===== src/core/mis_pkg.sv =====
// Package for the instruction execute block: operation codes, widths, constants.
// Assumes a single clock domain and a host that presents decoded operations.
package mis_pkg;
	// Data and address widths
	localparam int MIS_DW = 8;
	localparam int MIS_PCW = 11;
	localparam int MIS_MEMW = 7;
	localparam int MIS_SLW = 3;
	// Fixed values
	localparam logic [7:0] MIS_ONE = 8'h01;
	localparam logic [7:0] MIS_ALL_ONES = 8'hFF;
	localparam logic [7:0] MIS_ZERO = 8'h00;
	localparam logic [10:0] MIS_PC_STEP = 11'h001;
	localparam logic [2:0] MIS_PTR_STEP = 3'h1;
	// Bit positions
	localparam int MIS_MSB = 7;
	localparam int MIS_NIB = 4;
	// Reset values
	localparam logic [7:0] MIS_ACC_RST = 8'h00;
	localparam logic [10:0] MIS_PC_RST = 11'h000;
	// Operation codes presented on the command port
	typedef enum logic [4:0] {
		MIS_OP_IDLE_INSTRUCTION,
		MIS_OP_INCREMENT_TO_ACC,
		MIS_OP_JUMP_ABSOLUTE,
		MIS_OP_COPY_MEM_TO_ACC,
		MIS_OP_COPY_IMM_TO_ACC,
		MIS_OP_COPY_ACC_TO_MEM,
		MIS_OP_DISJ_MEM_TO_ACC,
		MIS_OP_DISJ_IMM_TO_ACC,
		MIS_OP_DISJUNCTION_INTO_MEM,
		MIS_OP_SUBROUTINE_EXIT,
		MIS_OP_SUBROUTINE_EXIT_LOAD_ACC,
		MIS_OP_INTERRUPT_EXIT,
		MIS_OP_ROTATE_LEFT,
		MIS_OP_ROTATE_LEFT_TO_ACC,
		MIS_OP_ROTATE_LEFT_VIA_CARRY,
		MIS_OP_ROTATE_LEFT_VIA_CARRY_TO_ACC,
		MIS_OP_ROTATE_RIGHT,
		MIS_OP_ROTATE_RIGHT_TO_ACC,
		MIS_OP_ROTATE_RIGHT_VIA_CARRY,
		MIS_OP_ROTATE_RIGHT_VIA_CARRY_TO_ACC,
		MIS_OP_SUBTRACT_WITH_BORROW,
		MIS_OP_SUBTRACT_WITH_BORROW_TO_MEM,
		MIS_OP_DECREMENT_SKIP_IF_ZERO,
		MIS_OP_DECREMENT_TO_ACC_SKIP_IF_ZERO,
		MIS_OP_SET_BYTE,
		MIS_OP_SET_BIT,
		MIS_OP_INCREMENT_SKIP_IF_ZERO,
		MIS_OP_INCREMENT_TO_ACC_SKIP_IF_ZERO
	} mis_op_t;
	// Execution phase
	typedef enum logic [1:0] {
		MIS_ST_EXEC,
		MIS_ST_DUMMY
	} mis_state_t;
endpackage


===== src/core/mis_core.sv =====
// Instruction execute block: applies one decoded operation per instruction cycle
// to the accumulator, data memory, status flags, program counter and stack.
// Assumes the host presents one operation at a time, holding it while o_ready is low.
// Notes on behaviour
// - Memory plus one into accumulator, zero flag
// - Jump loads counter, two cycles, no flags
// - Copies between memory, immediate, accumulator; flags kept
// - Idle instruction changes nothing, counter advances
// - OR with memory or immediate, zero flag
// - Subroutine exit pops counter from stack
// - Exit also loads immediate into accumulator
// - Interrupt exit pops counter, sets global enable
// - Rotate left, bit seven into bit zero
// - Rotate left through carry, only carry changes
// - Rotate right, bit zero into bit seven
// - Rotate right through carry, only carry changes
// - Subtract memory and inverted carry, four flags
// - Carry is inverted borrow after subtraction
// - Decrement memory in place, skip if zero
// - Memory minus one to accumulator, skip
// - Skipping inserts dummy cycle, two cycles total
// - Byte set writes all ones
// - Bit set forces one selected bit
// - Increment memory in place, skip if zero
// - Memory plus one to accumulator, skip
`timescale 1ns/1ps
module mis_core
	import mis_pkg::*;
#(
	parameter int STACK_DEPTH = 6,
	parameter int MEM_DEPTH = 128
) (
	// Clock and reset
	input wire logic i_ref_clk,
	input wire logic i_sys_rst,
	// Command port
	input wire logic i_op_valid,
	input wire mis_op_t i_op_code,
	input wire logic [MIS_MEMW-1:0] i_op_addr,
	input wire logic [MIS_DW-1:0] i_op_imm,
	input wire logic [MIS_PCW-1:0] i_op_target,
	input wire logic [MIS_SLW-1:0] i_op_bit,
	output logic o_ready,
	// Interrupt request side
	input wire logic i_irq_pending,
	output logic o_irq_enter,
	// Architectural state view
	output logic [MIS_DW-1:0] o_acc,
	output logic [MIS_PCW-1:0] o_pc,
	output logic o_flag_c,
	output logic o_flag_ac,
	output logic o_flag_z,
	output logic o_flag_ov,
	output logic o_global_irq_enable,
	output logic o_dummy_cycle,
	output logic o_stack_err
);

	localparam int SPW = $clog2(STACK_DEPTH + 1);

	// Register state except data memory and return stack in one packed struct
	typedef struct packed {
		mis_state_t state;
		logic [MIS_DW-1:0] acc;
		logic [MIS_PCW-1:0] pc;
		logic c;
		logic ac;
		logic z;
		logic ov;
		logic gie;
		logic irq_enter;
		logic stack_err;
		logic [SPW-1:0] sp;
	} mis_regs_t;

	mis_regs_t state_reg;
	mis_regs_t state_next;
	// Data memory and return stack
	logic [MIS_DW-1:0] mem_reg [MEM_DEPTH];
	logic [MIS_PCW-1:0] stack_reg [STACK_DEPTH];
	// Memory write request from the combinational stage
	logic mem_we;
	logic [MIS_DW-1:0] mem_wdata;
	// Operand and arithmetic helpers
	logic [MIS_DW-1:0] mem_rd;
	logic [MIS_DW:0] sub_full;
	logic [MIS_NIB:0] sub_low;
	logic [MIS_DW-1:0] sub_res;
	logic [MIS_DW-1:0] inc_res;
	logic [MIS_DW-1:0] dec_res;
	logic [MIS_PCW-1:0] stack_top;

	// Operand read and shared arithmetic
	always_comb begin
		mem_rd = mem_reg[i_op_addr];
		inc_res = mem_rd + MIS_ONE;
		dec_res = mem_rd - MIS_ONE;
		sub_full = {1'b0, state_reg.acc} - {1'b0, mem_rd} - {8'h00, ~state_reg.c};
		sub_low = {1'b0, state_reg.acc[MIS_NIB-1:0]} - {1'b0, mem_rd[MIS_NIB-1:0]}
			- {4'h0, ~state_reg.c};
		sub_res = sub_full[MIS_DW-1:0];
		stack_top = (state_reg.sp == '0) ? MIS_PC_RST : stack_reg[state_reg.sp - SPW'(1)];
	end

	// Ready for a new operation except during an inserted dummy cycle
	assign o_ready = (state_reg.state == MIS_ST_EXEC);

	// Next-state logic for every operation
	always_comb begin
		state_next = state_reg;
		state_next.irq_enter = 1'b0;
		mem_we = 1'b0;
		mem_wdata = mem_rd;
		case (state_reg.state)
			MIS_ST_DUMMY: begin
				// Dummy cycle ends, next instruction executes
				state_next.state = MIS_ST_EXEC;
			end
			MIS_ST_EXEC: begin
				if (i_op_valid) begin
					state_next.pc = state_reg.pc + MIS_PC_STEP;
					case (i_op_code)
						MIS_OP_IDLE_INSTRUCTION: begin
						end
						MIS_OP_INCREMENT_TO_ACC: begin
							state_next.acc = inc_res;
							state_next.z = (inc_res == MIS_ZERO);
						end
						MIS_OP_JUMP_ABSOLUTE: begin
							state_next.pc = i_op_target;
							state_next.state = MIS_ST_DUMMY;
						end
						MIS_OP_COPY_MEM_TO_ACC: begin
							state_next.acc = mem_rd;
						end
						MIS_OP_COPY_IMM_TO_ACC: begin
							state_next.acc = i_op_imm;
						end
						MIS_OP_COPY_ACC_TO_MEM: begin
							mem_we = 1'b1;
							mem_wdata = state_reg.acc;
						end
						MIS_OP_DISJ_MEM_TO_ACC: begin
							state_next.acc = state_reg.acc | mem_rd;
							state_next.z = ((state_reg.acc | mem_rd) == MIS_ZERO);
						end
						MIS_OP_DISJ_IMM_TO_ACC: begin
							state_next.acc = state_reg.acc | i_op_imm;
							state_next.z = ((state_reg.acc | i_op_imm) == MIS_ZERO);
						end
						MIS_OP_DISJUNCTION_INTO_MEM: begin
							mem_we = 1'b1;
							mem_wdata = state_reg.acc | mem_rd;
							state_next.z = ((state_reg.acc | mem_rd) == MIS_ZERO);
						end
						MIS_OP_SUBROUTINE_EXIT: begin
							state_next.pc = stack_top;
							state_next.state = MIS_ST_DUMMY;
						end
						MIS_OP_SUBROUTINE_EXIT_LOAD_ACC: begin
							state_next.pc = stack_top;
							state_next.acc = i_op_imm;
							state_next.state = MIS_ST_DUMMY;
						end
						// Pop, enable, take pending request first
						MIS_OP_INTERRUPT_EXIT: begin
							state_next.pc = stack_top;
							state_next.gie = 1'b1;
							state_next.irq_enter = i_irq_pending;
							state_next.state = MIS_ST_DUMMY;
						end
						MIS_OP_ROTATE_LEFT: begin
							mem_we = 1'b1;
							mem_wdata = {mem_rd[MIS_MSB-1:0], mem_rd[MIS_MSB]};
						end
						MIS_OP_ROTATE_LEFT_TO_ACC: begin
							state_next.acc = {mem_rd[MIS_MSB-1:0], mem_rd[MIS_MSB]};
						end
						MIS_OP_ROTATE_LEFT_VIA_CARRY: begin
							mem_we = 1'b1;
							mem_wdata = {mem_rd[MIS_MSB-1:0], state_reg.c};
							state_next.c = mem_rd[MIS_MSB];
						end
						MIS_OP_ROTATE_LEFT_VIA_CARRY_TO_ACC: begin
							state_next.acc = {mem_rd[MIS_MSB-1:0], state_reg.c};
							state_next.c = mem_rd[MIS_MSB];
						end
						MIS_OP_ROTATE_RIGHT: begin
							mem_we = 1'b1;
							mem_wdata = {mem_rd[0], mem_rd[MIS_MSB:1]};
						end
						MIS_OP_ROTATE_RIGHT_TO_ACC: begin
							state_next.acc = {mem_rd[0], mem_rd[MIS_MSB:1]};
						end
						MIS_OP_ROTATE_RIGHT_VIA_CARRY: begin
							mem_we = 1'b1;
							mem_wdata = {state_reg.c, mem_rd[MIS_MSB:1]};
							state_next.c = mem_rd[0];
						end
						MIS_OP_ROTATE_RIGHT_VIA_CARRY_TO_ACC: begin
							state_next.acc = {state_reg.c, mem_rd[MIS_MSB:1]};
							state_next.c = mem_rd[0];
						end
						// Subtract, result to accumulator or memory
						MIS_OP_SUBTRACT_WITH_BORROW, MIS_OP_SUBTRACT_WITH_BORROW_TO_MEM: begin
							if (i_op_code == MIS_OP_SUBTRACT_WITH_BORROW) begin
								state_next.acc = sub_res;
							end else begin
								mem_we = 1'b1;
								mem_wdata = sub_res;
							end
							state_next.z = (sub_res == MIS_ZERO);
							state_next.ov = (state_reg.acc[MIS_MSB] != mem_rd[MIS_MSB])
								&& (sub_res[MIS_MSB] != state_reg.acc[MIS_MSB]);
							state_next.ac = ~sub_low[MIS_NIB];
							state_next.c = ~sub_full[MIS_DW];
						end
						// Decrement in place, skip on zero
						MIS_OP_DECREMENT_SKIP_IF_ZERO: begin
							mem_we = 1'b1;
							mem_wdata = dec_res;
							if (dec_res == MIS_ZERO) begin
								state_next.pc = state_reg.pc + MIS_PC_STEP + MIS_PC_STEP;
								state_next.state = MIS_ST_DUMMY;
							end
						end
						// Decrement to accumulator, skip on zero
						MIS_OP_DECREMENT_TO_ACC_SKIP_IF_ZERO: begin
							state_next.acc = dec_res;
							if (dec_res == MIS_ZERO) begin
								state_next.pc = state_reg.pc + MIS_PC_STEP + MIS_PC_STEP;
								state_next.state = MIS_ST_DUMMY;
							end
						end
						MIS_OP_SET_BYTE: begin
							mem_we = 1'b1;
							mem_wdata = MIS_ALL_ONES;
						end
						MIS_OP_SET_BIT: begin
							mem_we = 1'b1;
							mem_wdata = mem_rd | (MIS_ONE << i_op_bit);
						end
						// Increment in place, skip on zero
						MIS_OP_INCREMENT_SKIP_IF_ZERO: begin
							mem_we = 1'b1;
							mem_wdata = inc_res;
							if (inc_res == MIS_ZERO) begin
								state_next.pc = state_reg.pc + MIS_PC_STEP + MIS_PC_STEP;
								state_next.state = MIS_ST_DUMMY;
							end
						end
						// Increment to accumulator, skip on zero
						MIS_OP_INCREMENT_TO_ACC_SKIP_IF_ZERO: begin
							state_next.acc = inc_res;
							if (inc_res == MIS_ZERO) begin
								state_next.pc = state_reg.pc + MIS_PC_STEP + MIS_PC_STEP;
								state_next.state = MIS_ST_DUMMY;
							end
						end
						default: begin
						end
					endcase
					// Stack pop bookkeeping for all returns
					if (i_op_code == MIS_OP_SUBROUTINE_EXIT
						|| i_op_code == MIS_OP_SUBROUTINE_EXIT_LOAD_ACC
						|| i_op_code == MIS_OP_INTERRUPT_EXIT) begin
						if (state_reg.sp == '0) begin
							state_next.stack_err = 1'b1;
						end else begin
							state_next.sp = state_reg.sp - SPW'(1);
						end
					end
				end
			end
			default: begin
				state_next.state = MIS_ST_EXEC;
			end
		endcase
	end

	// State register
	always_ff @(posedge i_ref_clk or posedge i_sys_rst) begin
		if (i_sys_rst) begin
			state_reg <= '{state: MIS_ST_EXEC, acc: MIS_ACC_RST, pc: MIS_PC_RST,
				sp: SPW'(STACK_DEPTH), default: '0};
		end else begin
			state_reg <= state_next;
		end
	end

	// Memory write port, no reset on array contents
	always_ff @(posedge i_ref_clk) begin
		if (mem_we) begin
			mem_reg[i_op_addr] <= mem_wdata;
		end
	end

	// Return stack contents start as a known reset image of zeros
	genvar gi;
	generate
		for (gi = 0; gi < STACK_DEPTH; gi++) begin : g_stack
			always_ff @(posedge i_ref_clk or posedge i_sys_rst) begin
				if (i_sys_rst) begin
					stack_reg[gi] <= MIS_PC_RST;
				end else begin
					stack_reg[gi] <= stack_reg[gi];
				end
			end
		end
	endgenerate

	// Outputs from registered state
	assign o_acc = state_reg.acc;
	assign o_pc = state_reg.pc;
	assign o_flag_c = state_reg.c;
	assign o_flag_ac = state_reg.ac;
	assign o_flag_z = state_reg.z;
	assign o_flag_ov = state_reg.ov;
	assign o_global_irq_enable = state_reg.gie;
	assign o_irq_enter = state_reg.irq_enter;
	assign o_dummy_cycle = (state_reg.state == MIS_ST_DUMMY);
	assign o_stack_err = state_reg.stack_err;

endmodule


===== config.mk =====
export PLATFORM = sky130hd
export DESIGN_NAME = mis_core
export DESIGN_NICKNAME = d
export VERILOG_FILES = /design/src/core/mis_pkg.sv /design/src/core/mis_core.sv
export SDC_FILE = /design/constraint.sdc
export NUM_CORES = 1
export LEC_CHECK = 0
export BUFFER_PORTS_ARGS = -buffer_cell sky130_fd_sc_hd__buf_2
export CORE_MARGIN = 8
export CORE_UTILIZATION = 31
export CTS_CLUSTER_SIZE = 24
export DETAILED_ROUTE_END_ITERATION = 6
export PLACE_DENSITY_LB_ADDON = 0.08
export SKIP_LAST_GASP = 1
export SLEW_MARGIN = 20
export SYNTH_ARGS = -nofsm -noshare
export SYNTH_HDL_FRONTEND = slang
export SYNTH_SLANG_ARGS = --single-unit

===== constraint.sdc =====
create_clock -name i_ref_clk -period 32.6 [get_ports i_ref_clk]
set_input_delay 4.89 -clock i_ref_clk [delete_from_list [all_inputs] [get_ports i_ref_clk]]
set_output_delay 4.89 -clock i_ref_clk [all_outputs]
set_load 0.02 [all_outputs]

==> results of run 1 <==
-- layout make-up --
class                      instances  share of cell area, %
sequential                      1054                  61.85
multi-input combinational       1443                  23.72
clock buffer                     147                  6.094
tap                             1903                  4.675
timing repair buffer             147                  1.980
clock inverter                    73                  1.299
inverter                          48                 0.3660
antenna                            3                0.01474
-- routing by layer --
metal	global-route usage (%)	vias up	share of wire, %
li1	-	11146	-
met5	0	-	0.0084
met2	30.37	931	46
met4	4.305	2	2.2
met3	3.107	200	5.3
met1	28.05	14336	46
-- cell families after synthesis --
family	count (synthesis)
AO/OA/AOI/OAI	502
buffers and inverters	230
XOR/XNOR	35
adder cells (fa/ha/maj)	29
multiplexers	315
AND/OR/NAND/NOR	562
flip-flops	1054
-- synthesized netlist by cell type (all sizes together), types with 46 or more instances --
| cell | instances |
|---|---|
| mux2i | 113 |
| nor2 | 218 |
| nand3 | 53 |
| a221oi | 75 |
| a22oi | 46 |
| a21oi | 88 |
| buf | 101 |
| inv | 46 |
| mux2 | 55 |
| o21ai | 71 |
| nand2 | 163 |
| clkbuf | 81 |
| mux4 | 147 |
| edfxtp | 1024 |
-- power groups by stage --
stage | combinational, W | clock [W] | sequential [W]
after CTS | 0.000424 | 0.00134 | 0.00158
after detailed placement | 0.000423 | 0 | 0.00161
after floorplan | 0.000254 | 0 | 0.00163
final | 0.000421 | 0.00131 | 0.00158
after global routing | 0.000455 | 0.00138 | 0.00159
after global placement | 0.000420 | 0 | 0.00161
-- worst max-delay path by stage --
stage                            start              end  slack [ns]  depth (start not counted)
after floorplan           i_op_addr[2]    mem_reg[0][4]       17.12                         22
after detailed placement  i_op_addr[0]   mem_reg[14][7]       18.95                         23
after CTS                 i_op_addr[0]  mem_reg[125][7]       19.72                         23
after global placement    i_op_addr[0]   mem_reg[11][7]       19.04                         23
after global routing      i_op_addr[0]  mem_reg[120][7]       19.56                         23
final                     i_op_addr[0]   mem_reg[14][7]       20.05                         24
-- stage by stage --
step                utilization, %  cell area, um^2  setup slack (ns)
floorplan                        -            44520             17.12
global placement             32.92            47120             19.04
detailed placement           32.93            47140             18.95
CTS                          35.56            50900             19.72
global route                 35.58            50930             19.56
finish                       35.59            50940             20.05
==> Flow_metrics.wiki, run 1 <==
{| class="wikitable"
! Metric !! Value
|-
| Result of the run || complete, no violations
|-
| Buffer cell driving the clock tree root || sky130_fd_sc_hd__clkbuf_16
|-
| Area added between synthesis and finish || 14.40%
|-
| FF+latch count, synth || between 1000 and 1500
|-
| Cts-stage hold buffer count || 0
|-
| Headroom to the max-slew limit || between 20% and 30%
|-
| Fillers || between 10000 and 15000
|-
| Clock network fraction of design power || between 30% and 40%
|-
| Yosys warns || 0
|-
| Die height || ~400 um
|-
| Simple logic cell fraction of the synthesized area || approximately 5.7%
|-
| Total CTS buffers || 120
|-
| Cell breakdown of the critical path || buf_8 > buf_4 > buf_4 > nor2b_4 > buf_4 > a221oi_1 > nor2_1 > o21a_1 > o31ai_1 > nand2_1 > inv_1 > ha_1 > ha_1 > inv_1 > o21bai_1 > a21oi_1 > nor2_1 > nor2_1 > xnor2_1 > a21oi_1 > o211ai_1 > a221oi_1 > a21oi_4 > buf_6
|-
| Synth Area in Compound Gates || 8.119%
|-
| Layout net count || a little under 3000
|-
| Number of levels in the clock H-tree || 3
|-
| Minimum period implied by the final worst setup slack || 12.55 ns
|-
| RR Endpoint || mem_reg[14][7]
|-
| Routed via count divided by cell count || approximately 5.5
|-
| Insertion delay to the later sink of the worst-skew pair || ~0.75 ns
|-
| Number of enable-type register cells in the synthesized netlist || 1024
|-
| Fraction of power spent switching nets || 26.83%
|-
| Leading cell types by total area after synthesis || sky130_fd_sc_hd__edfxtp_1 69%, sky130_fd_sc_hd__mux4_2 7.4%, sky130_fd_sc_hd__mux2i_1 2.5%
|-
| Number of library cell types mapped by synthesis || 90
|-
| Startpoint kind of the worst setup timing path || input port
|-
| Internal power consumption || about 0.0024 W
|-
| RSZ-0062 raised after global routing || no
|-
| Type of the worst setup path || input port to register
|-
| Area inside the core boundary || 0.1431 mm^2
|-
| Number of antenna violations at the first check in global routing || 4
|-
| Setup fix buffers added after clock tree synthesis || 0
|-
| Hold worst-path end || o_stack_err
|-
| Top flip-flop cell by instance count after synthesis || sky130_fd_sc_hd__edfxtp_1
|-
| Area taken by flip-flops and latches || ~0.032 mm^2
|-
| Leading cell types in the layout, fill and taps excluded || 1024 x sky130_fd_sc_hd__edfxtp_1, 201 x sky130_fd_sc_hd__nor2_1, 156 x sky130_fd_sc_hd__nand2_1
|-
| Global-route total usage across every layer || between 10% and 20%
|-
| Power density over the cells || between 60 and 70 mW/mm^2
|-
| Number of global-route vias before repair || between 20000 and 30000
|-
| Cell at the slowest stage of the critical path || sky130_fd_sc_hd__buf_4
|-
| Number of nets with antenna violations after routing || 0
|-
| Main combinational cell family by area after synthesis || multiplexers
|-
| Fraction of layout instances using a drive strength above 1 || 20.09%
|-
| Worst Max-Slew Pin Slew || about 1.2 ns
|-
| Highest ir drop seen on vdd || a little under 0.05 mV
|-
| CP arrival || ~13 ns
|-
| Remaining Overflow, GRT || 0
|-
| Crit. End Element || register
|-
| Net count of the mapped netlist || about 2800
|-
| Iteration count of the initial detailed-routing pass || 5
|-
| CP max FO || between 100 and 150
|-
| Power share of the combinational group || between 10% and 20%
|-
| Final setup viols || 0
|-
| Flip-flop count of the largest register after layout || around 1000
|-
| Number of instances on the worst hold path || 1
|-
| Most common library cell in the layout ignoring fill and taps || sky130_fd_sc_hd__edfxtp_1
|-
| Number of DRC markers in iteration 0 || 2477
|-
| Number of cells on the worst reg-to-reg path || 20
|-
| Weighted congestion reported at the end of routability-driven placement || 0.8639
|-
| Via Count || ~27000
|-
| Final TNS setup || 0 ns
|-
| Overall power after layout || between 0.003 and 0.004 W
|-
| Final max-slew violation count || 0
|-
| Share of the synthesized area in the top cell type || between 60% and 70%
|-
| Starting density of the core || 31.11%
|-
| Critical R2R Launch || mem_reg[95][0]
|-
| Async S/R FF share, synth || 2.846%
|-
| Slack of the worst reg-to-reg path || around 26 ns
|-
| Resized Gates After CTS || 0
|-
| Area share of xor/xnor cells in the synthesized design || 0.6885%
|-
| Global-route wire length before repair || around 220 mm
|-
| Part of the power in registers || between 40 and 50%
|-
| Top cell type by total area after synthesis || sky130_fd_sc_hd__edfxtp_1
|-
| Synthesized area per cell || about 16 um^2
|-
| Max-cap violations || 0
|-
| Placed Instances || 4595
|-
| Mux cell area share after synthesis || between 10% and 20%
|-
| Class of the worst hold path || register to register
|-
| Post-route DRC || 0
|-
| Share of synthesized area occupied by flip-flops and latches || 70.75%
|-
| Hold Violations, Final || 0
|-
| Aggregate routed wire length || ~160 mm
|-
| Crit path required time || between 30 and 40 ns
|-
| Die Width || a little under 400 um
|-
| Critical hold path startpoint || o_stack_err
|-
| Switching power total || 0.0008889 W
|-
| Placed wire-length estimate || a little under 100 mm
|-
| Post-Synthesis Cell Area || 0.04452 mm^2
|-
| Worst hold slack after final layout || roughly 0.45 ns
|-
| Row count || 139
|-
| Count of pins on the block boundary || 66
|-
| Clock-pin transition on the worst setup and hold timing paths || ~0.06 ns
|-
| Buffers plus inverters on the worst setup path || 7
|-
| Static power due to leakage || 16.16 nW
|-
| Maximum clock frequency || 79.70 MHz
|-
| Floorplan die area || 0.1560 mm^2
|-
| Multi-input gate area || ~0.012 mm^2
|-
| Clock tree buffer depth || 3
|-
| Synthesized-area fraction occupied by adder cells || less than 1%
|-
| Maximum number of pins on one net before global-route repair || between 100 and 150
|-
| Largest delay share family, worst path || buffers and inverters
|-
| Port Buffer Count || 65
|-
| TritonCTS Sinks || 1054
|-
| Worst clock skew on the final layout || 0.04262 ns
|-
| Period Utilization, post-route || 38.49%
|-
| CTS tree || yes
|-
| Number of instances in the synthesized netlist || 2727
|-
| Detail-routed net length per standard cell || 32.26 um
|-
| Layout Cells excl Fill || about 4800
|-
| Largest stage delay on the critical path || about 0.79 ns
|}
Power figures use the tool's default switching activity.
==> inputs of run 2 (changes only) <==
Settings changed: ABC_AREA from default to 1.
Clock period 32.6 ns to 10.1 ns, I/O delays scaled along.
==> Flow_metrics.wiki, run 2 <==
{| class="wikitable"
! Metric !! Value
|-
| Row count || 144 (+3.6%)
|-
| Remaining Overflow, GRT || 0 (unchanged)
|-
| Headroom to the max-slew limit || 21.41% (-0.51 points)
|-
| Most common library cell in the layout ignoring fill and taps || sky130_fd_sc_hd__nand2_1
|-
| Max-cap violations || 0 (unchanged)
|-
| Clock network fraction of design power || 39.7% (+0.2 points)
|-
| Die Width || 408.3 um (+3.4%)
|-
| Post-route DRC || 0 (unchanged)
|-
| Fraction of layout instances using a drive strength above 1 || 8.698% (-11 points)
|-
| Port Buffer Count || 65 (unchanged)
|-
| Async S/R FF share, synth || 2.846% (unchanged)
|-
| Power share of the combinational group || 13.0% (+0.3 points)
|-
| Fraction of power spent switching nets || 27.43% (+0.60 points)
|-
| Class of the worst hold path || register to register
|-
| Highest ir drop seen on vdd || 0.1451 mV (+190%)
|-
| Leading cell types by total area after synthesis || sky130_fd_sc_hd__edfxtp_1 64%, sky130_fd_sc_hd__nand2_1 15%, sky130_fd_sc_hd__nor2_1 3.7%
|-
| Starting density of the core || 31.08% (about the same)
|-
| Share of synthesized area occupied by flip-flops and latches || 66.02% (-4.7 points)
|-
| Crit path required time || 10.54 ns (-22.45 ns)
|-
| Final max-slew violation count || 0 (unchanged)
|-
| Clock tree buffer depth || 3 (unchanged)
|-
| Post-Synthesis Cell Area || 0.04771 mm^2 (+7.2%)
|-
| Number of DRC markers in iteration 0 || 2821 (+14%)
|-
| Worst clock skew on the final layout || 0.05161 ns (+0.008996 ns)
|-
| Number of instances on the worst hold path || 2 (+1)
|-
| RR Endpoint || mem_reg[29][4]
|-
| Die height || 408.3 um (+3.4%)
|-
| Switching power total || 0.002950 W (+230%)
|-
| Maximum number of pins on one net before global-route repair || 139 (+34%)
|-
| Worst Max-Slew Pin Slew || 1.176 ns (+0.01014 ns)
|-
| Global-route total usage across every layer || 18.62% (-0.66 points)
|-
| Static power due to leakage || 22.00 nW (+36%)
|-
| Count of pins on the block boundary || 66 (unchanged)
|-
| Crit. End Element || register
|-
| Top cell type by total area after synthesis || sky130_fd_sc_hd__edfxtp_1
|-
| Most frequent cells after synthesis || 1960 x sky130_fd_sc_hd__nand2_1, 1024 x sky130_fd_sc_hd__edfxtp_1, 466 x sky130_fd_sc_hd__nor2_1, 437 x sky130_fd_sc_hd__inv_1, 215 x sky130_fd_sc_hd__nand3_1
|-
| Layout net count || 4989 (+73%)
|-
| CP max FO || 104 (+0.97%)
|-
| Final setup viols || 0 (unchanged)
|-
| Detail-routed net length per standard cell || 22.54 um (-30%)
|-
| Post-route cell area || 0.05439 mm^2 (+6.8%)
|-
| Area added between synthesis and finish || 13.98%
|-
| Maximum clock frequency || between 100 and 150 MHz
|-
| Number of antenna violations at the first check in global routing || 3 (-1)
|-
| Critical hold path startpoint || o_global_irq_enable
|-
| Power density over the cells || 197.8 mW/mm^2 (+200%)
|-
| CTS tree || yes
|-
| Top flip-flop cell by instance count after synthesis || sky130_fd_sc_hd__edfxtp_1
|-
| Cts-stage hold buffer count || 0 (unchanged)
|-
| Share of the synthesized area in the top cell type || 64.44% (-4.6 points)
|-
| Area after DPL || 0.05057 mm^2 (+7.3%)
|-
| Aggregate routed wire length || 159.4 mm (+2.5%)
|-
| Count leader, synth || sky130_fd_sc_hd__nand2_1
|-
| Via Count || 33333 (+25%)
|-
| Global-route wire length before repair || 233.1 mm (+7.4%)
|-
| Setup slack at placement || 1.672 ns (-17.28 ns)
|-
| Final Util || 35.43% (-0.16 points)
|-
| Weighted congestion reported at the end of routability-driven placement || 0.8764 (+1.4%)
|-
| Floorplan die area || 0.1667 mm^2 (+6.9%)
|-
| Synthesized area per cell || 9.824 um^2 (-40%)
|-
| Buffer cell driving the clock tree root || sky130_fd_sc_hd__clkbuf_16
|-
| Worst path setup slack after routing || 2.367 ns (-17.69 ns)
|-
| Final TNS setup || 0 ns (unchanged)
|-
| Number of cells on the worst reg-to-reg path || 27 (+35%)
|-
| Number of enable-type register cells in the synthesized netlist || 1024 (unchanged)
|-
| Number of levels in the clock H-tree || 3 (unchanged)
|-
| Slack of the worst reg-to-reg path || 4.02 ns (-21.59 ns)
|-
| Yosys warns || 0 (unchanged)
|-
| Period Utilization, post-route || 76.56%
|-
| Resized Gates After CTS || 0 (unchanged)
|-
| Placed wire-length estimate || 99.70 mm (+3.5%)
|-
| Area inside the core boundary || 0.1535 mm^2 (+7.2%)
|-
| Worst hold slack after final layout || 0.4592 ns (+0.004909 ns)
|-
| Number of global-route vias before repair || 32832 (+23%)
|-
| Net count of the mapped netlist || 4924 (+76%)
|-
| Hold Violations, Final || 0 (unchanged)
|-
| Minimum period implied by the final worst setup slack || between 7 and 8 ns
|-
| Result of the run || complete, no violations
|-
| Number of instances in the synthesized netlist || 4857 (+78%)
|-
| Insertion delay to the later sink of the worst-skew pair || 0.76 ns (about the same)
|-
| Critical R2R Launch || mem_reg[80][0]
|-
| Hold worst-path end || o_global_irq_enable
|-
| Number of nets with antenna violations after routing || 0 (unchanged)
|-
| Iteration count of the initial detailed-routing pass || 5 (unchanged)
|-
| RSZ-0062 raised after global routing || no
|-
| Setup fix buffers added after clock tree synthesis || 0 (unchanged)
|-
| Fillers || 15518 (+15%)
|-
| Type of the worst setup path || input port to register
|-
| Internal power consumption || 0.007806 W (+220%)
|-
| Total CTS buffers || 121 (+0.83%)
|-
| Number of library cell types mapped by synthesis || 50 (-44%)
|-
| Leading cell types in the layout, fill and taps excluded || 1954 x sky130_fd_sc_hd__nand2_1, 1024 x sky130_fd_sc_hd__edfxtp_1, 448 x sky130_fd_sc_hd__nor2_1
|-
| Startpoint kind of the worst setup timing path || input port
|-
| FF+latch count, synth || 1054 (unchanged)
|-
| Flip-flop count of the largest register after layout || 1024 (unchanged)
|-
| CP arrival || 8.18 ns (-4.76 ns)
|-
| TritonCTS Sinks || 1054 (unchanged)
|-
| Routed via count divided by cell count || 4.715 (-15%)
|-
| Part of the power in registers || 47.3% (-0.5 points)
|-
| Clock-pin transition on the worst setup and hold timing paths || 0.05 ns (about the same)
|}
run 2: layout make-up:
cell class | count | area [um^2] | area share [%]
inverters | 450 | 1709 | 3.143
clock buffers | 156 | 3221 | 5.922
flip-flops and latches | 1054 | 31500 | 57.92
multi-input cells | 3126 | 13530 | 24.87
clock inverters | 69 | 576.8 | 1.061
well taps | 2044 | 2557 | 4.702
repair buffers | 169 | 1291 | 2.374
diodes | 1 | 2.502 | 0.004601
run 2: per-stage QoR:
step / instances / power (W)
floorplan: 4857 / 0.006058
global placement: 6842 / 0.006594
detailed placement: 6843 / 0.006593
CTS: 7068 / 0.01089
global route: 7068 / 0.01118
finish: 7069 / 0.01076
run 2: worst max-delay path: stages:
cell                       delay (ns)
sky130_fd_sc_hd__buf_8           0.36
sky130_fd_sc_hd__inv_8           0.33
sky130_fd_sc_hd__buf_12          0.36
sky130_fd_sc_hd__nand2_1         0.08
sky130_fd_sc_hd__nand2_1         0.05
sky130_fd_sc_hd__nand2_1         0.06
sky130_fd_sc_hd__nand2_1         0.06
sky130_fd_sc_hd__nand2_1         0.06
sky130_fd_sc_hd__nand2_1         0.17
sky130_fd_sc_hd__nand2_1         0.20
sky130_fd_sc_hd__nand2_1         0.09
sky130_fd_sc_hd__nor2_1          0.57
sky130_fd_sc_hd__nand4_2         0.56
sky130_fd_sc_hd__ha_1            0.39
sky130_fd_sc_hd__inv_1           0.06
sky130_fd_sc_hd__ha_1            0.25
sky130_fd_sc_hd__a21oi_1         0.18
sky130_fd_sc_hd__o21ai_0         0.15
sky130_fd_sc_hd__xor2_1          0.19
sky130_fd_sc_hd__or2_2           0.31
sky130_fd_sc_hd__nor2_1          0.10
sky130_fd_sc_hd__nor4_1          0.06
sky130_fd_sc_hd__o221ai_1        0.10
sky130_fd_sc_hd__nor2_1          0.11
sky130_fd_sc_hd__a32oi_4         0.82
sky130_fd_sc_hd__buf_4           0.64
run 2: power groups by stage:
| stage | sequential, W | clock, W | combinational [W] |
|---|---|---|---|
| 2_1_floorplan | 0.00522 | 0 | 0.000838 |
| 3_3_place_gp | 0.00518 | 0 | 0.00141 |
| 3_5_place_dp | 0.00518 | 0 | 0.00141 |
| 4_1_cts | 0.00509 | 0.00439 | 0.00141 |
| 5_1_grt | 0.00510 | 0.00454 | 0.00155 |
| 6_report | 0.00509 | 0.00427 | 0.00140 |
run 2: logic make-up after synthesis:
group	synth area share, %
flops	66.02
buf+inv	5.984
xor+xnor	0.4956
simple gates	22.99
fa+ha+maj	0.7919
compound gates	3.711
run 2: worst max path at each step:
stage	start	end	slack, ns	depth (start not counted)
floorplan	i_op_addr[2]	mem_reg[0][6]	0.41	30
global placement	i_op_addr[1]	mem_reg[24][4]	1.71	31
detailed placement	i_op_addr[0]	mem_reg[52][5]	1.67	26
CTS	i_op_addr[0]	mem_reg[52][5]	2.47	26
global route	i_op_addr[0]	mem_reg[63][5]	2.00	27
finish	i_op_addr[0]	mem_reg[52][5]	2.37	26
run 2: per-layer routing:
metal	GRT usage [%]	share of wire [%]
met5	0	0
met2	29.83	46
met4	4.282	1.8
met1	26.75	48
met3	2.616	4.9
